**config.mk**
```make
export PLATFORM = sky130hd
export DESIGN_NAME = iwd_decoder
export DESIGN_NICKNAME = d
export VERILOG_FILES = /design/src/iwd_pkg.sv /design/src/iwd_field_split.sv /design/src/iwd_decoder.sv
export SDC_FILE = /design/constraint.sdc
export NUM_CORES = 1
export LEC_CHECK = 0
export CAP_MARGIN = 20
export CORE_ASPECT_RATIO = 0.6
export CORE_MARGIN = 2
export CORE_UTILIZATION = 35
export CTS_CLUSTER_SIZE = 8
export DETAILED_ROUTE_END_ITERATION = 12
export DONT_BUFFER_PORTS = 1
export PLACE_DENSITY = 0.55
export REMOVE_ABC_BUFFERS = 1
export SETUP_SLACK_MARGIN = 0.2
export SYNTH_ARGS = -nofsm -noshare
export SYNTH_HDL_FRONTEND = slang
export SYNTH_SLANG_ARGS = --single-unit
```
**constraint.sdc**
```tcl
create_clock -name ref_clk -period 1.3 [get_ports ref_clk]
set_input_delay 0.325 -clock ref_clk [delete_from_list [all_inputs] [get_ports ref_clk]]
set_output_delay 0.325 -clock ref_clk [all_outputs]
set_load 0.01 [all_outputs]
```
**src/iwd_pkg.sv**
```systemverilog
package iwd_pkg;

  // Word and field geometry
  localparam int WORD_W        = 16;
  localparam int TARGET_W      = 20;
  localparam int LONG_W        = 12;
  localparam int OPC_W         = 8;
  localparam int BYTE_OPC_LSB  = 10;
  localparam int DEST_POS      = 9;
  localparam int BANK_POS      = 8;
  localparam int FILE_MSB      = 7;
  localparam int BIT_OPC_LSB   = 12;
  localparam int BITNUM_MSB    = 11;
  localparam int BITNUM_LSB    = 9;
  localparam int LIT_OPC_LSB   = 8;
  localparam int LONG_MSB      = 11;
  localparam int TAG_LSB       = 12;
  localparam int CALL_FLAG_POS = 8;
  localparam int CALL_OPC_LSB  = 9;
  localparam int REL_MSB       = 10;
  localparam int REL_OPC_LSB   = 11;

  // Upper nibble that marks the second word of a two-word instruction
  localparam logic [3:0] SECOND_TAG = 4'hF;

  // Instruction format, supplied by the predecode of the fetch path
  typedef enum logic [2:0] {
    FMT_BYTE   = 3'h0,
    FMT_BIT    = 3'h1,
    FMT_LIT    = 3'h2,
    FMT_MOVE   = 3'h3,
    FMT_JUMP   = 3'h4,
    FMT_CALL   = 3'h5,
    FMT_BRANCH = 3'h6,
    FMT_OTHER  = 3'h7
  } iwd_fmt_type;

  typedef enum logic {
    DEST_ACCUM = 1'b0,
    DEST_FILE  = 1'b1
  } iwd_dest_type;

  typedef enum logic {
    BANK_ACCESS  = 1'b0,
    BANK_POINTER = 1'b1
  } iwd_bank_type;

  // Raw fields cut from one word
  typedef struct packed {
    logic [5:0]   byte_opc;
    iwd_dest_type dest;
    iwd_bank_type bank;
    logic [7:0]   file_addr;
    logic [3:0]   bit_opc;
    logic [2:0]   bit_num;
    logic [7:0]   bit_mask;
    logic [7:0]   lit_opc;
    logic [7:0]   literal;
    logic [3:0]   tag;
    logic [11:0]  long_addr;
    logic [6:0]   call_opc;
    logic         call_flag;
    logic [4:0]   rel_opc;
    logic [10:0]  rel_off;
  } iwd_fields_type;

  // Decoded instruction handed to datapath and sequencer
  typedef struct packed {
    logic          valid;
    iwd_fmt_type   fmt;
    logic          is_nop;
    logic          pair_error;
    logic [7:0]    opcode;
    iwd_dest_type  dest;
    iwd_bank_type  bank;
    logic [7:0]    file_addr;
    logic [2:0]    bit_num;
    logic [7:0]    bit_mask;
    logic [7:0]    literal;
    logic [11:0]   src_addr;
    logic [11:0]   dst_addr;
    logic [19:0]   target;
    logic          fast_flag;
    logic [19:0]   rel_offset;
  } iwd_decode_type;

endpackage

```
**src/iwd_field_split.sv**
```systemverilog
`timescale 1ns/1ps
module iwd_field_split (
  // Instruction word
  input  wire logic [iwd_pkg::WORD_W-1:0] word,
  // Fields
  output iwd_pkg::iwd_fields_type         fields
);

  // One-hot selector of the addressed bit
  function automatic logic [7:0] bit_onehot(input logic [2:0] num);
    bit_onehot = 8'h01 << num;
  endfunction

  // Byte-oriented layout
  assign fields.byte_opc  = word[iwd_pkg::WORD_W-1:iwd_pkg::BYTE_OPC_LSB];
  assign fields.dest      = iwd_pkg::iwd_dest_type'(word[iwd_pkg::DEST_POS]);
  assign fields.bank      = iwd_pkg::iwd_bank_type'(word[iwd_pkg::BANK_POS]);
  assign fields.file_addr = word[iwd_pkg::FILE_MSB:0];

  // Bit-oriented layout
  assign fields.bit_opc   = word[iwd_pkg::WORD_W-1:iwd_pkg::BIT_OPC_LSB];
  assign fields.bit_num   = word[iwd_pkg::BITNUM_MSB:iwd_pkg::BITNUM_LSB];
  assign fields.bit_mask  = bit_onehot(word[iwd_pkg::BITNUM_MSB:iwd_pkg::BITNUM_LSB]);

  // Literal layout
  assign fields.lit_opc   = word[iwd_pkg::WORD_W-1:iwd_pkg::LIT_OPC_LSB];
  assign fields.literal   = word[iwd_pkg::FILE_MSB:0];

  // Long address and second-word marker
  assign fields.tag       = word[iwd_pkg::WORD_W-1:iwd_pkg::TAG_LSB];
  assign fields.long_addr = word[iwd_pkg::LONG_MSB:0];

  // Call and relative branch layouts
  assign fields.call_opc  = word[iwd_pkg::WORD_W-1:iwd_pkg::CALL_OPC_LSB];
  assign fields.call_flag = word[iwd_pkg::CALL_FLAG_POS];
  assign fields.rel_opc   = word[iwd_pkg::WORD_W-1:iwd_pkg::REL_OPC_LSB];
  assign fields.rel_off   = word[iwd_pkg::REL_MSB:0];

endmodule // iwd_field_split

```
**src/iwd_decoder.sv**
```systemverilog
`timescale 1ns/1ps
module iwd_decoder #(
  parameter int WORD_W = 16
) (
  // Clock and reset
  input  wire logic                  ref_clk,
  input  wire logic                  rstn,
  // Fetch path
  input  wire logic                  instr_valid,
  input  wire logic [WORD_W-1:0]     instr_word,
  input  iwd_pkg::iwd_fmt_type       instr_fmt,
  input  wire logic                  flush,
  // Datapath and sequencer
  output iwd_pkg::iwd_decode_type    dec,
  output logic                       wait_second
);

  ////////////////////////////////////////////////////////////////////////////
  // Parameter check

  // The field positions are fixed to a sixteen-bit word
  // Field positions come from the package, so another width cannot be served
  if (WORD_W != iwd_pkg::WORD_W) begin : g_bad_word_w
    $error("iwd_decoder: WORD_W must be sixteen");
  end

  ////////////////////////////////////////////////////////////////////////////
  // Field extraction

  // The splitter is purely combinational; every format's view exists each cycle
  iwd_pkg::iwd_fields_type fields;

  iwd_field_split u_split (
    .word   (instr_word),
    .fields (fields)
  );

  ////////////////////////////////////////////////////////////////////////////
  // Pair sequencer

  typedef enum logic {
    ST_FIRST  = 1'b0,
    ST_SECOND = 1'b1
  } iwd_state_type;

  iwd_state_type          state_q;
  iwd_state_type          state_d;
  iwd_pkg::iwd_fmt_type   hold_fmt_q;
  logic [7:0]             hold_opc_q;
  logic [7:0]             hold_low_q;
  logic [11:0]            hold_long_q;
  logic                   hold_flag_q;
  logic                   take;
  logic                   is_tagged;
  logic                   is_first_of_pair;
  logic                   open_pair;

  // An accepted word is one that a flush does not discard
  assign take      = instr_valid && !flush;
  assign is_tagged = (fields.tag == iwd_pkg::SECOND_TAG);

  // Formats whose first word waits for a tagged partner
  function automatic logic is_pair_fmt(input iwd_pkg::iwd_fmt_type fmt);
    is_pair_fmt = (fmt == iwd_pkg::FMT_MOVE) ||
                  (fmt == iwd_pkg::FMT_JUMP) ||
                  (fmt == iwd_pkg::FMT_CALL);
  endfunction

  assign is_first_of_pair = is_pair_fmt(instr_fmt);

  // A first word that opens a pair; only this loads the hold registers
  assign open_pair = take && (state_q == ST_FIRST) && !is_tagged && is_first_of_pair;

  // Next state; a flush drops a half-seen pair so no stale word is joined
  always_comb begin
    state_d = state_q;
    if (flush) begin
      state_d = ST_FIRST;
    end else if (instr_valid) begin
      unique case (state_q)
        ST_FIRST: begin
          if (!is_tagged && is_first_of_pair) begin
            state_d = ST_SECOND;
          end
        end
        ST_SECOND: begin
          state_d = ST_FIRST;
        end
      endcase
    end
  end

  // State register
  // A held first word survives any number of idle cycles
  always_ff @(posedge ref_clk or negedge rstn) begin
    if (!rstn) begin
      state_q <= ST_FIRST;
    end else begin
      state_q <= state_d;
    end
  end

  // First word of a pair is held until its partner arrives
  // Loading only on an opening word keeps a void pair from losing its opcode
  always_ff @(posedge ref_clk or negedge rstn) begin
    if (!rstn) begin
      hold_fmt_q  <= iwd_pkg::FMT_OTHER;
      hold_opc_q  <= 8'h00;
      hold_low_q  <= 8'h00;
      hold_long_q <= 12'h000;
      hold_flag_q <= 1'b0;
    end else if (open_pair) begin
      hold_fmt_q  <= instr_fmt;
      hold_low_q  <= fields.literal;
      hold_long_q <= fields.long_addr;
      hold_flag_q <= (instr_fmt == iwd_pkg::FMT_CALL) && fields.call_flag;
      unique case (instr_fmt)
        iwd_pkg::FMT_MOVE: hold_opc_q <= 8'(fields.tag);
        iwd_pkg::FMT_CALL: hold_opc_q <= 8'(fields.call_opc);
        default:           hold_opc_q <= fields.lit_opc;
      endcase
    end
  end

  ////////////////////////////////////////////////////////////////////////////
  // Decode

  iwd_pkg::iwd_decode_type dec_d;

  // Build the decoded record; the first word of a pair yields no record
  // Fields a format does not use stay zero so the datapath sees no stale bits
  always_comb begin
    dec_d       = '0;
    dec_d.fmt   = instr_fmt;
    dec_d.dest  = iwd_pkg::DEST_ACCUM;
    dec_d.bank  = iwd_pkg::BANK_ACCESS;
    if (take) begin
      if (state_q == ST_SECOND) begin
        dec_d.valid = 1'b1;
        dec_d.fmt   = hold_fmt_q;
        dec_d.opcode = hold_opc_q;
        if (!is_tagged) begin
          // Partner lacks its marker: the pair is void and nothing executes
          dec_d.is_nop     = 1'b1;
          dec_d.pair_error = 1'b1;
        end else if (hold_fmt_q == iwd_pkg::FMT_MOVE) begin
          dec_d.src_addr = hold_long_q;
          dec_d.dst_addr = fields.long_addr;
        end else begin
          dec_d.target    = {fields.long_addr, hold_low_q};
          dec_d.fast_flag = hold_flag_q;
        end
      end else if (is_tagged) begin
        dec_d.valid  = 1'b1;
        dec_d.fmt    = iwd_pkg::FMT_OTHER;
        dec_d.is_nop = 1'b1;
      end else if (!is_first_of_pair) begin
        dec_d.valid = 1'b1;
        unique case (instr_fmt)
          iwd_pkg::FMT_BYTE: begin
            dec_d.opcode    = 8'(fields.byte_opc);
            dec_d.dest      = fields.dest;
            dec_d.bank      = fields.bank;
            dec_d.file_addr = fields.file_addr;
          end
          iwd_pkg::FMT_BIT: begin
            dec_d.opcode    = 8'(fields.bit_opc);
            dec_d.bit_num   = fields.bit_num;
            dec_d.bit_mask  = fields.bit_mask;
            dec_d.bank      = fields.bank;
            dec_d.file_addr = fields.file_addr;
          end
          iwd_pkg::FMT_LIT: begin
            dec_d.opcode  = fields.lit_opc;
            dec_d.literal = fields.literal;
          end
          iwd_pkg::FMT_BRANCH: begin
            dec_d.opcode     = 8'(fields.rel_opc);
            dec_d.rel_offset = 20'(signed'(fields.rel_off));
          end
          default: begin
            // Other control words pass their top byte for the sequencer
            dec_d.opcode = fields.lit_opc;
          end
        endcase
      end
    end
  end

  ////////////////////////////////////////////////////////////////////////////
  // Output registers

  // Outputs come from flops so the datapath sees a clean record each cycle
  // One cycle of latency is traded for a record free of fetch-path glitches
  always_ff @(posedge ref_clk or negedge rstn) begin
    if (!rstn) begin
      dec <= '0;
    end else begin
      dec <= dec_d;
    end
  end

  // Tells the fetch path the next word is taken as a partner
  // Driven from the next state so it stands before the partner word arrives
  always_ff @(posedge ref_clk or negedge rstn) begin
    if (!rstn) begin
      wait_second <= 1'b0;
    end else begin
      wait_second <= (state_d == ST_SECOND);
    end
  end

endmodule // iwd_decoder

```
==> flow_metrics.tcl, run 1 <==
set metrics [dict create \
    run_status "complete, but fails checks" \
    violations "hold timing, setup timing" \
    min_path_type "input pin to async pin" \
    r2r_end "hold_low_q[4]" \
    ant_nets 0 \
    drt-vias-per-instance 4.98 \
    wl_per_cell_um 19.4 \
    final_area_mm2 0.00615 \
    drv_slew 0 \
    row_count 33 \
    antenna_found_initial 0 \
    rr_startpoint "wait_second" \
    cp.required_ps 1580 \
    finalNetCount 452 \
    min_period_over_period_pct 115 \
    die-area_mm2 0.0148 \
    yosys.area_share.simple_pct 18.3 \
    synth_cell_types 51 \
    synth_compound_area_share_pct 8.30 \
    area_delta_synth_final_pct 27.5 \
    num_vias 3065 \
    drc 0 \
    h-tree-depth 4 \
    crit_path_end_kind "flip-flop" \
    cp_cell_sequence "a41oi_4 -> o211ai_4 -> buf_12 -> mux2_4" \
    grt_overflow 0 \
    grt_pass1_vias 3216 \
    grt_pass1_wl_mm 18.8 \
    io_pins 132 \
    fmax_mhz 668 \
    syn_area_per_cell_um2 12.4 \
    crit_path_max_fanout 19 \
    setup_viol 113 \
    cts_hold_buffers 5 \
    drive_above_1_share_pct 29.9 \
    drt-total-wl_mm 11.9 \
    ys.flop_type "dfrtp_1" \
    finalClockSkew_ps 7.64 \
    period_minus_slack_ps 1500 \
    root_buffer "clkbuf_16" \
    r2r_setup_slack_ps -200 \
    cts_buffers 17 \
    cp_slowest_cell "dfrtp_1" \
    die_x_um 156 \
    cts.sinks 124 \
    hpwl_mm 7.67 \
    synthAdderAreaFrac_pct 0.259 \
    core_area_mm2 0.0135 \
    synthArstFlopShare_pct 100 \
    die_h_um 94.9 \
    placed_area_mm2 0.00521 \
    synthMuxAreaShare_pct 3.37 \
    cp-start-kind "flip-flop" \
    mostFrequentLayoutCell "dfrtp_1" \
    clk_pin_slew_ps 60 \
    synthXorXnorAreaFrac_pct 0 \
    path_class "flip-flop to flip-flop" \
    clk_path_buf_depth 2 \
    synth_edf_count 0 \
    leakage_nw 2.97 \
    grt_max_degree 125 \
    stdcell_count 616 \
    grt_setup_unrepaired "yes" \
    yosysWarnings 0 \
    hold_viol_final 124 \
    worst_pin_slew_ps 382 \
    first_pass_iters 4 \
    drt-initial-drc-count 203 \
    ys_seq_area_share_pct 64.4 \
    nFillCells 1254 \
    final_cell_mix "dfrtp_1 (121), and2_1 (59), buf_4 (31)" \
    relSlewSlack_pct 74.5 \
    clk_latency_ps 410 \
    io_buffer_count 0 \
    crit_start "wait_second" \
    finalSetupTns_ps -13820 \
    syn_inst 390 \
    gp_congestion 0.795 \
    placed_cells 574 \
    diodes 0 \
    holdWs_ps -389 \
    synthesis.area_mm2 0.00482 \
    ir_worst_vdd_mv 0.548 \
    start_util_pct 35.6 \
    finalWorstSetupSlack_ps -197 \
    rr_worst_depth 4 \
    arrival_ps 1780 \
    critPathMaxStageDelay_ps 420 \
    power_density_mw_per_mm2 1580 \
    grt_util_all_layers_pct 17.4 \
    cap_violations 0 \
    ys_ff_latch 124 \
    cts_tree "built" \
    synth_top_family_by_area "simple AND/OR/NAND/NOR gates" \
]
## registers in the layout, indices dropped and copies added (netlist names)
| signal | cells |
|---|---|
| hold_low_q | 7 |
| hold_long_q | 5 |
| wait_second | 1 |
| hold_opc_q | 8 |
| dec | 99 |
| hold_flag_q | 1 |
| hold_fmt_q | 3 |
## metrics by stage
stage | utilization (%) | hold WS, ps | setup WS, ps | power, mW
2_1_floorplan | - | 29.4 | -470 | 4.55
3_3_place_gp | 38.5 | 32.5 | -219 | 4.76
3_5_place_dp | 38.5 | 32.1 | -266 | 4.79
4_1_cts | 44.6 | -404 | -187 | 9.77
5_1_grt | 45.4 | -411 | -309 | 10.1
6_report | 45.4 | -389 | -197 | 9.71
## cells in the mapped netlist (all sizes together) (7+ instances only)
| library cell | count | area [um^2] |
|---|---|---|
| dfrtp | 121 | 3030 |
| nand2 | 20 | 77.6 |
| and3 | 10 | 62.6 |
| and2 | 60 | 375 |
| nor2b | 7 | 46.3 |
| clkbuf | 10 | 37.5 |
| buf | 24 | 178 |
| nor2 | 27 | 114 |
| o21ai | 11 | 55.1 |
| inv | 11 | 41.3 |
| mux2 | 10 | 113 |
| a21oi | 10 | 50.1 |
| nor3 | 9 | 61.3 |
## per-layer routing
layer  wire [um]  track usage [%]
met3         993             6.84
met2        5120             24.9
met5           0                0
met1        5720             24.6
met4         102             4.82
## worst max-delay path, delay by kind of cell (launching register included)
family,cells,cell delay [ps]
multiplexers,1,310
AO/OA/AOI/OAI,2,440
flip-flops,1,420
buffers and inverters,1,190
## worst max path at each step
stage                     cells past startpoint         endpoint  slack, ps
after floorplan                               3  hold_long_q[11]       -470
after global placement                        5          dec[50]       -220
after detailed placement                      5          dec[47]       -270
after CTS                                     4    hold_fmt_q[0]       -190
after global routing                          4          dec[77]       -310
final                                         4    hold_low_q[4]       -200
## kinds of logic (layout without fill, tap and decap cells)
| family | count (synthesis) | in the layout |
|---|---|---|
| flops | 124 | 124 |
| compound gates | 53 | 53 |
| buf+inv | 45 | 96 |
| mux | 15 | 15 |
| fa+ha+maj | 1 | 1 |
| simple gates | 152 | 152 |
## cell type report
cell class / instances / area [um^2] / area share, %
timing repair buffer: 53 / 509 / 8.29
tap: 175 / 219 / 3.56
inverter: 11 / 41.3 / 0.672
clock buffer: 21 / 470 / 7.65
clock inverter: 11 / 141 / 2.30
sequential: 124 / 3110 / 50.5
multi-input combinational: 221 / 1660 / 27.0
## power breakdown
part           total (mW)  switching, mW  internal [mW]  leakage, nW
clock network        4.82           1.66           3.15        0.295
registers            4.22          0.142           4.08         1.68
logic               0.674          0.300          0.374         1.00
total                9.71           2.11           7.60         2.97
## what timing repair did
item | 4_1_cts | 5_1_grt
hold endpoints to repair | 128 | 124
pin swaps | 8 | 9
setup endpoints to repair | 230 | 233
buffers inserted | 2 | 3
cloned | 0 | 0
gates resized for setup | 40 | 23
Note: power is estimated with default switching activity, not from simulation.
==> run 2: changes to the inputs <==
--- a/config.mk
+++ b/config.mk
@@ -7,12 +7,12 @@
 export LEC_CHECK = 0
 export CAP_MARGIN = 20
 export CORE_ASPECT_RATIO = 0.6
-export CORE_MARGIN = 2
+export CORE_MARGIN = 5
 export CORE_UTILIZATION = 35
 export CTS_CLUSTER_SIZE = 8
 export DETAILED_ROUTE_END_ITERATION = 12
 export DONT_BUFFER_PORTS = 1
-export PLACE_DENSITY = 0.55
+export PLACE_DENSITY = 0.53
 export REMOVE_ABC_BUFFERS = 1
 export SETUP_SLACK_MARGIN = 0.2
 export SYNTH_ARGS = -nofsm -noshare
==> constraint.sdc (replaced) <==
create_clock -name ref_clk -period 1.4 [get_ports ref_clk]
set_input_delay 0.35 -clock ref_clk [delete_from_list [all_inputs] [get_ports ref_clk]]
set_output_delay 0.35 -clock ref_clk [all_outputs]
set_load 0.01 [all_outputs]
==> flow_metrics.tcl, run 2 (synthesis results as in run 1) <==
set metrics [dict create \
    grt_util_all_layers_pct 16.0 \
    start_util_pct 35.5 \
    h-tree-depth 4 \
    drt-initial-drc-count 209 \
    antenna_found_initial 1 \
    cp.required_ps 1730 \
    root_buffer "clkbuf_16" \
    grt_setup_unrepaired "yes" \
    relSlewSlack_pct 73.9 \
    drt-total-wl_mm 12.7 \
    row_count 33 \
    period_minus_slack_ps 1520 \
    hold_viol_final 124 \
    finalSetupTns_ps -5140 \
    power_density_mw_per_mm2 1450 \
    arrival_ps 1850 \
    min_period_over_period_pct 109 \
    die_h_um 101 \
    seq_area_mm2 0.00311 \
    drc 0 \
    num_vias 3171 \
    crit_path_max_fanout 3 \
    grt_max_degree 125 \
    drt-vias-per-instance 5.08 \
    rr_worst_depth 7 \
    run_status "complete, but fails checks" \
    mostFrequentLayoutCell "dfrtp_1" \
    cts_tree "built" \
    finalWorstSetupSlack_ps -123 \
    final_cell_mix "dfrtp_1 (120), and2_1 (58), buf_6 (24)" \
    crit_path_end_kind "flip-flop" \
    largest-register "dec" \
    min_path_type "input pin to async pin" \
    clk_pin_slew_ps 60 \
    drv_slew 0 \
    finalClockSkew_ps 11.3 \
    io_buffer_count 0 \
    ir_worst_vdd_mv 0.645 \
    drive_above_1_share_pct 35.3 \
    largest_reg_flops 99 \
    fmax_mhz 656 \
    cts_buffers 17 \
    leakage_nw 3.05 \
    reg.largest.list "dec: 99 flops, hold_opc_q: 8 flops, hold_low_q: 7 flops" \
    first_pass_iters 5 \
    area_delta_synth_final_pct 33.7 \
    die_x_um 162 \
    dp_slack_ps -156 \
    cap_violations 0 \
    path_class "flip-flop to flip-flop" \
    setup_viol 106 \
    grt_pass1_wl_mm 19.7 \
    ant_nets 0 \
    die-area_mm2 0.0163 \
    clk_path_buf_depth 2 \
    cp-start-kind "flip-flop" \
    grt_pass1_vias 3243 \
    gp_congestion 0.789 \
    core_area_mm2 0.0136 \
    worst_pin_slew_ps 391 \
    multi_input_area_mm2 0.00177 \
    hpwl_mm 7.88 \
    wl_per_cell_um 20.4 \
    cts.sinks 124 \
    grt_overflow 0 \
    clk_latency_ps 410 \
    io_pins 132 \
    nFillCells 1213 \
    violations "hold timing, setup timing" \
    placed_area_mm2 0.00517 \
    finalNetCount 459 \
    final_util_pct 47.5 \
    holdWs_ps -363 \
    final_area_mm2 0.00645 \
]
-- run 2: where the power goes --
part | total (mW) | internal, mW | switching (mW)
clock | 4.70 | 3.12 | 1.58
sequential | 3.94 | 3.78 | 0.159
combinational | 0.699 | 0.403 | 0.297
-- run 2: path summary, 6_finish.rpt --
check                          startpoint       endpoint  slack, ps
setup / recovery              wait_second  hold_fmt_q[1]       -120
hold / removal                       rstn        dec[56]       -360
setup reg to reg              wait_second  hold_fmt_q[1]       -120
hold reg to reg            hold_long_q[9]        dec[62]        480
max in group asynchronous            rstn  hold_fmt_q[2]       1540
min in group ref_clk                flush    wait_second         20
-- run 2: per-layer routing --
layer,vias up,wire length (um),global-route usage (%)
met5,-,0,0
met2,145,5320,22.2
met1,1611,6160,22.8
met4,0,147,5.18
met3,13,1090,6.42
li1,1402,-,-
-- run 2: layout make-up --
class	instances	share of cell area [%]
timing repair buffer	60	10.4
sequential	124	48.2
inverter	11	0.641
clock inverter	10	2.52
antenna	1	0.0388
multi-input combinational	221	27.4
clock buffer	22	7.36
tap	175	3.40
-- run 2: repair_timing --
action	4_1_cts	5_1_grt
setup buffers	8	6
gates resized for setup	70	42
endpoints found under the hold margin	127	125
pin swaps	20	20
endpoints found under the setup margin	129	140
cloned	3	1
hold buffers	3	1
-- run 2: critical path, cell delays in order (launching register included) --
cell	delay, ps
dfrtp_2	440
a41oi_4	210
buf_6	150
buf_6	90
buf_6	90
nand4_1	140
nor2b_1	180
o2bb2ai_1	160
-- run 2: metrics by stage --
step,std cells,power [mW]
global placement,569,4.41
detailed placement,569,4.43
CTS,615,9.32
global route,624,9.71
floorplan,356,4.23
finish,624,9.35
==> run 3: changes to the inputs <==
==> constraint.sdc (replaced) <==
create_clock -name ref_clk -period 1.7 [get_ports ref_clk]
set_input_delay 0.425 -clock ref_clk [delete_from_list [all_inputs] [get_ports ref_clk]]
set_output_delay 0.425 -clock ref_clk [all_outputs]
set_load 0.01 [all_outputs]
==> flow_metrics.tcl, run 3 (synthesis results as in run 1) <==
set metrics [dict create \
    finalNetCount 423 \
    arrival_ps 1810 \
    wl_per_cell_um 20.4 \
    ir_worst_vdd_mv 0.554 \
    critPathMaxStageDelay_ps 440 \
    stdcell_count 587 \
    dp_slack_ps 36.0 \
    violations "hold timing" \
    core_area_mm2 0.0136 \
    min_path_type "input pin to async pin" \
    run_status "complete, but fails checks" \
    finalClockSkew_ps 9.13 \
    die-area_mm2 0.0163 \
    cts_tree "built" \
    drt-total-wl_mm 12.0 \
    grt_util_all_layers_pct 15.1 \
    io_buffer_count 0 \
    fmax_mhz 653 \
    grt_overflow 0 \
    clk_pin_slew_ps 60 \
    crit_path_max_fanout 7 \
    drive_above_1_share_pct 21.8 \
    finalWorstSetupSlack_ps 169 \
    row_count 33 \
    grt_pass1_wl_mm 18.3 \
    cp_cell_sequence "a41oi_4 -> o211ai_4 -> buf_12 -> mux2_1" \
    grt_setup_unrepaired "yes" \
    diodes 0 \
    num_vias 2964 \
    min_period_over_period_pct 90.1 \
    placed_cells 549 \
    top_layer "met4" \
    final_cell_mix "dfrtp_1 (120), and2_1 (55), nor2_1 (19), nand2_1 (19), clkbuf_16 (19)" \
    die_h_um 101 \
    largest-register "dec" \
    cp-start-kind "flip-flop" \
    gp_congestion 0.806 \
    drv_slew 0 \
    drt-vias-per-instance 5.05 \
    cp_slowest_cell "dfrtp_2" \
    cts.sinks 124 \
    setup_viol 0 \
    finalSetupTns_ps 0 \
    mostFrequentLayoutCell "dfrtp_1" \
    drt-initial-drc-count 178 \
    die_x_um 162 \
    crit_path_end_kind "flip-flop" \
    worst_pin_slew_ps 440 \
    h-tree-depth 4 \
    holdWs_ps -292 \
    hold_viol_final 124 \
    hpwl_mm 7.80 \
    cts_buffers 17 \
    drc 0 \
    io_pins 132 \
    area_delta_synth_final_pct 20.1 \
    first_pass_iters 4 \
    largest_reg_flops 99 \
    met2WireLength_mm 5.19 \
    antenna_found_initial 0 \
    period_minus_slack_ps 1530 \
    clk_path_buf_depth 2 \
    grt_max_degree 125 \
    reg.largest.list "dec: 99 flops, hold_opc_q: 8 flops, hold_low_q: 7 flops" \
    path_class "flip-flop to flip-flop" \
    grt_pass1_vias 2967 \
    cp.required_ps 1980 \
    leakage_nw 2.78 \
    power_density_mw_per_mm2 1240 \
    ant_nets 0 \
    met1_length_mm 5.57 \
    wl_met3_mm 1.10 \
    cap_violations 0 \
    clk_latency_ps 400 \
    start_util_pct 35.5 \
    root_buffer "clkbuf_16" \
    relSlewSlack_pct 70.4 \
]
-- run 3: cell count changes in the layout (fill, tap and decap cells not counted), moves of 5 or more --
| cell | delta |
|---|---|
| nand2_1 | +10 |
| buf_6 | -19 |
| nand2_2 | -5 |
| o21ai_0 | +7 |
| and3_1 | +6 |
| nand2_4 | -5 |
| buf_4 | -10 |
| and3_4 | -6 |
| o21ai_1 | -5 |
-- run 3: cell type report --
type	count	area, um^2
repair buffers	24	284
clock inverters	13	144
multi-input cells	221	1550
clock buffers	19	443
inverters	11	41.3
fillers	1258	7790
well taps	175	219
flip-flops and latches	124	3110
-- run 3: where the power goes --
part           leakage (nW)  switching, mW  internal [mW]
registers              1.67          0.103           3.12
clock network         0.276           1.36           2.20
logic                 0.831          0.184          0.208
-- run 3: per-layer routing --
layer	vias up	global-route usage, %
met5	-	0
met4	0	4.78
met3	10	6.82
met2	121	20.6
met1	1505	21.2
li1	1328	-
-- run 3: final timing paths --
kind,to,cells after the start,slack (ps),start
max,hold_low_q[4],4,170,wait_second
min,dec[33],0,-290,rstn
max reg2reg,hold_low_q[4],4,170,wait_second
min reg2reg,hold_long_q[8],2,470,hold_long_q[8]
max in group asynchronous,hold_fmt_q[1],0,1760,rstn
min in group ref_clk,hold_fmt_q[1],1,70,instr_fmt[2]
-- run 3: what timing repair did --
action                     CTS  global route
resized for setup            7            23
setup buffers                0             4
setup endpoints to repair   71            64
pin swaps                    1             8
hold endpoints to repair   124           124
gates cloned                 0             2
-- run 3: worst max-delay path, delay by kind of cell (launching register included) --
family	cells	cell delay, ps
AO/OA/AOI/OAI	2	470
flip-flops	1	440
multiplexers	1	300
buffers and inverters	1	180
-- run 3: through the flow --
stage | cell area, um^2 | power (mW) | util [%]
2_1_floorplan | 4610 | 3.48 | -
6_report | 5790 | 7.17 | 42.6
3_5_place_dp | 5010 | 3.60 | 36.9
5_1_grt | 5790 | 7.47 | 42.6
3_3_place_gp | 5010 | 3.59 | 36.9
4_1_cts | 5620 | 7.20 | 41.3
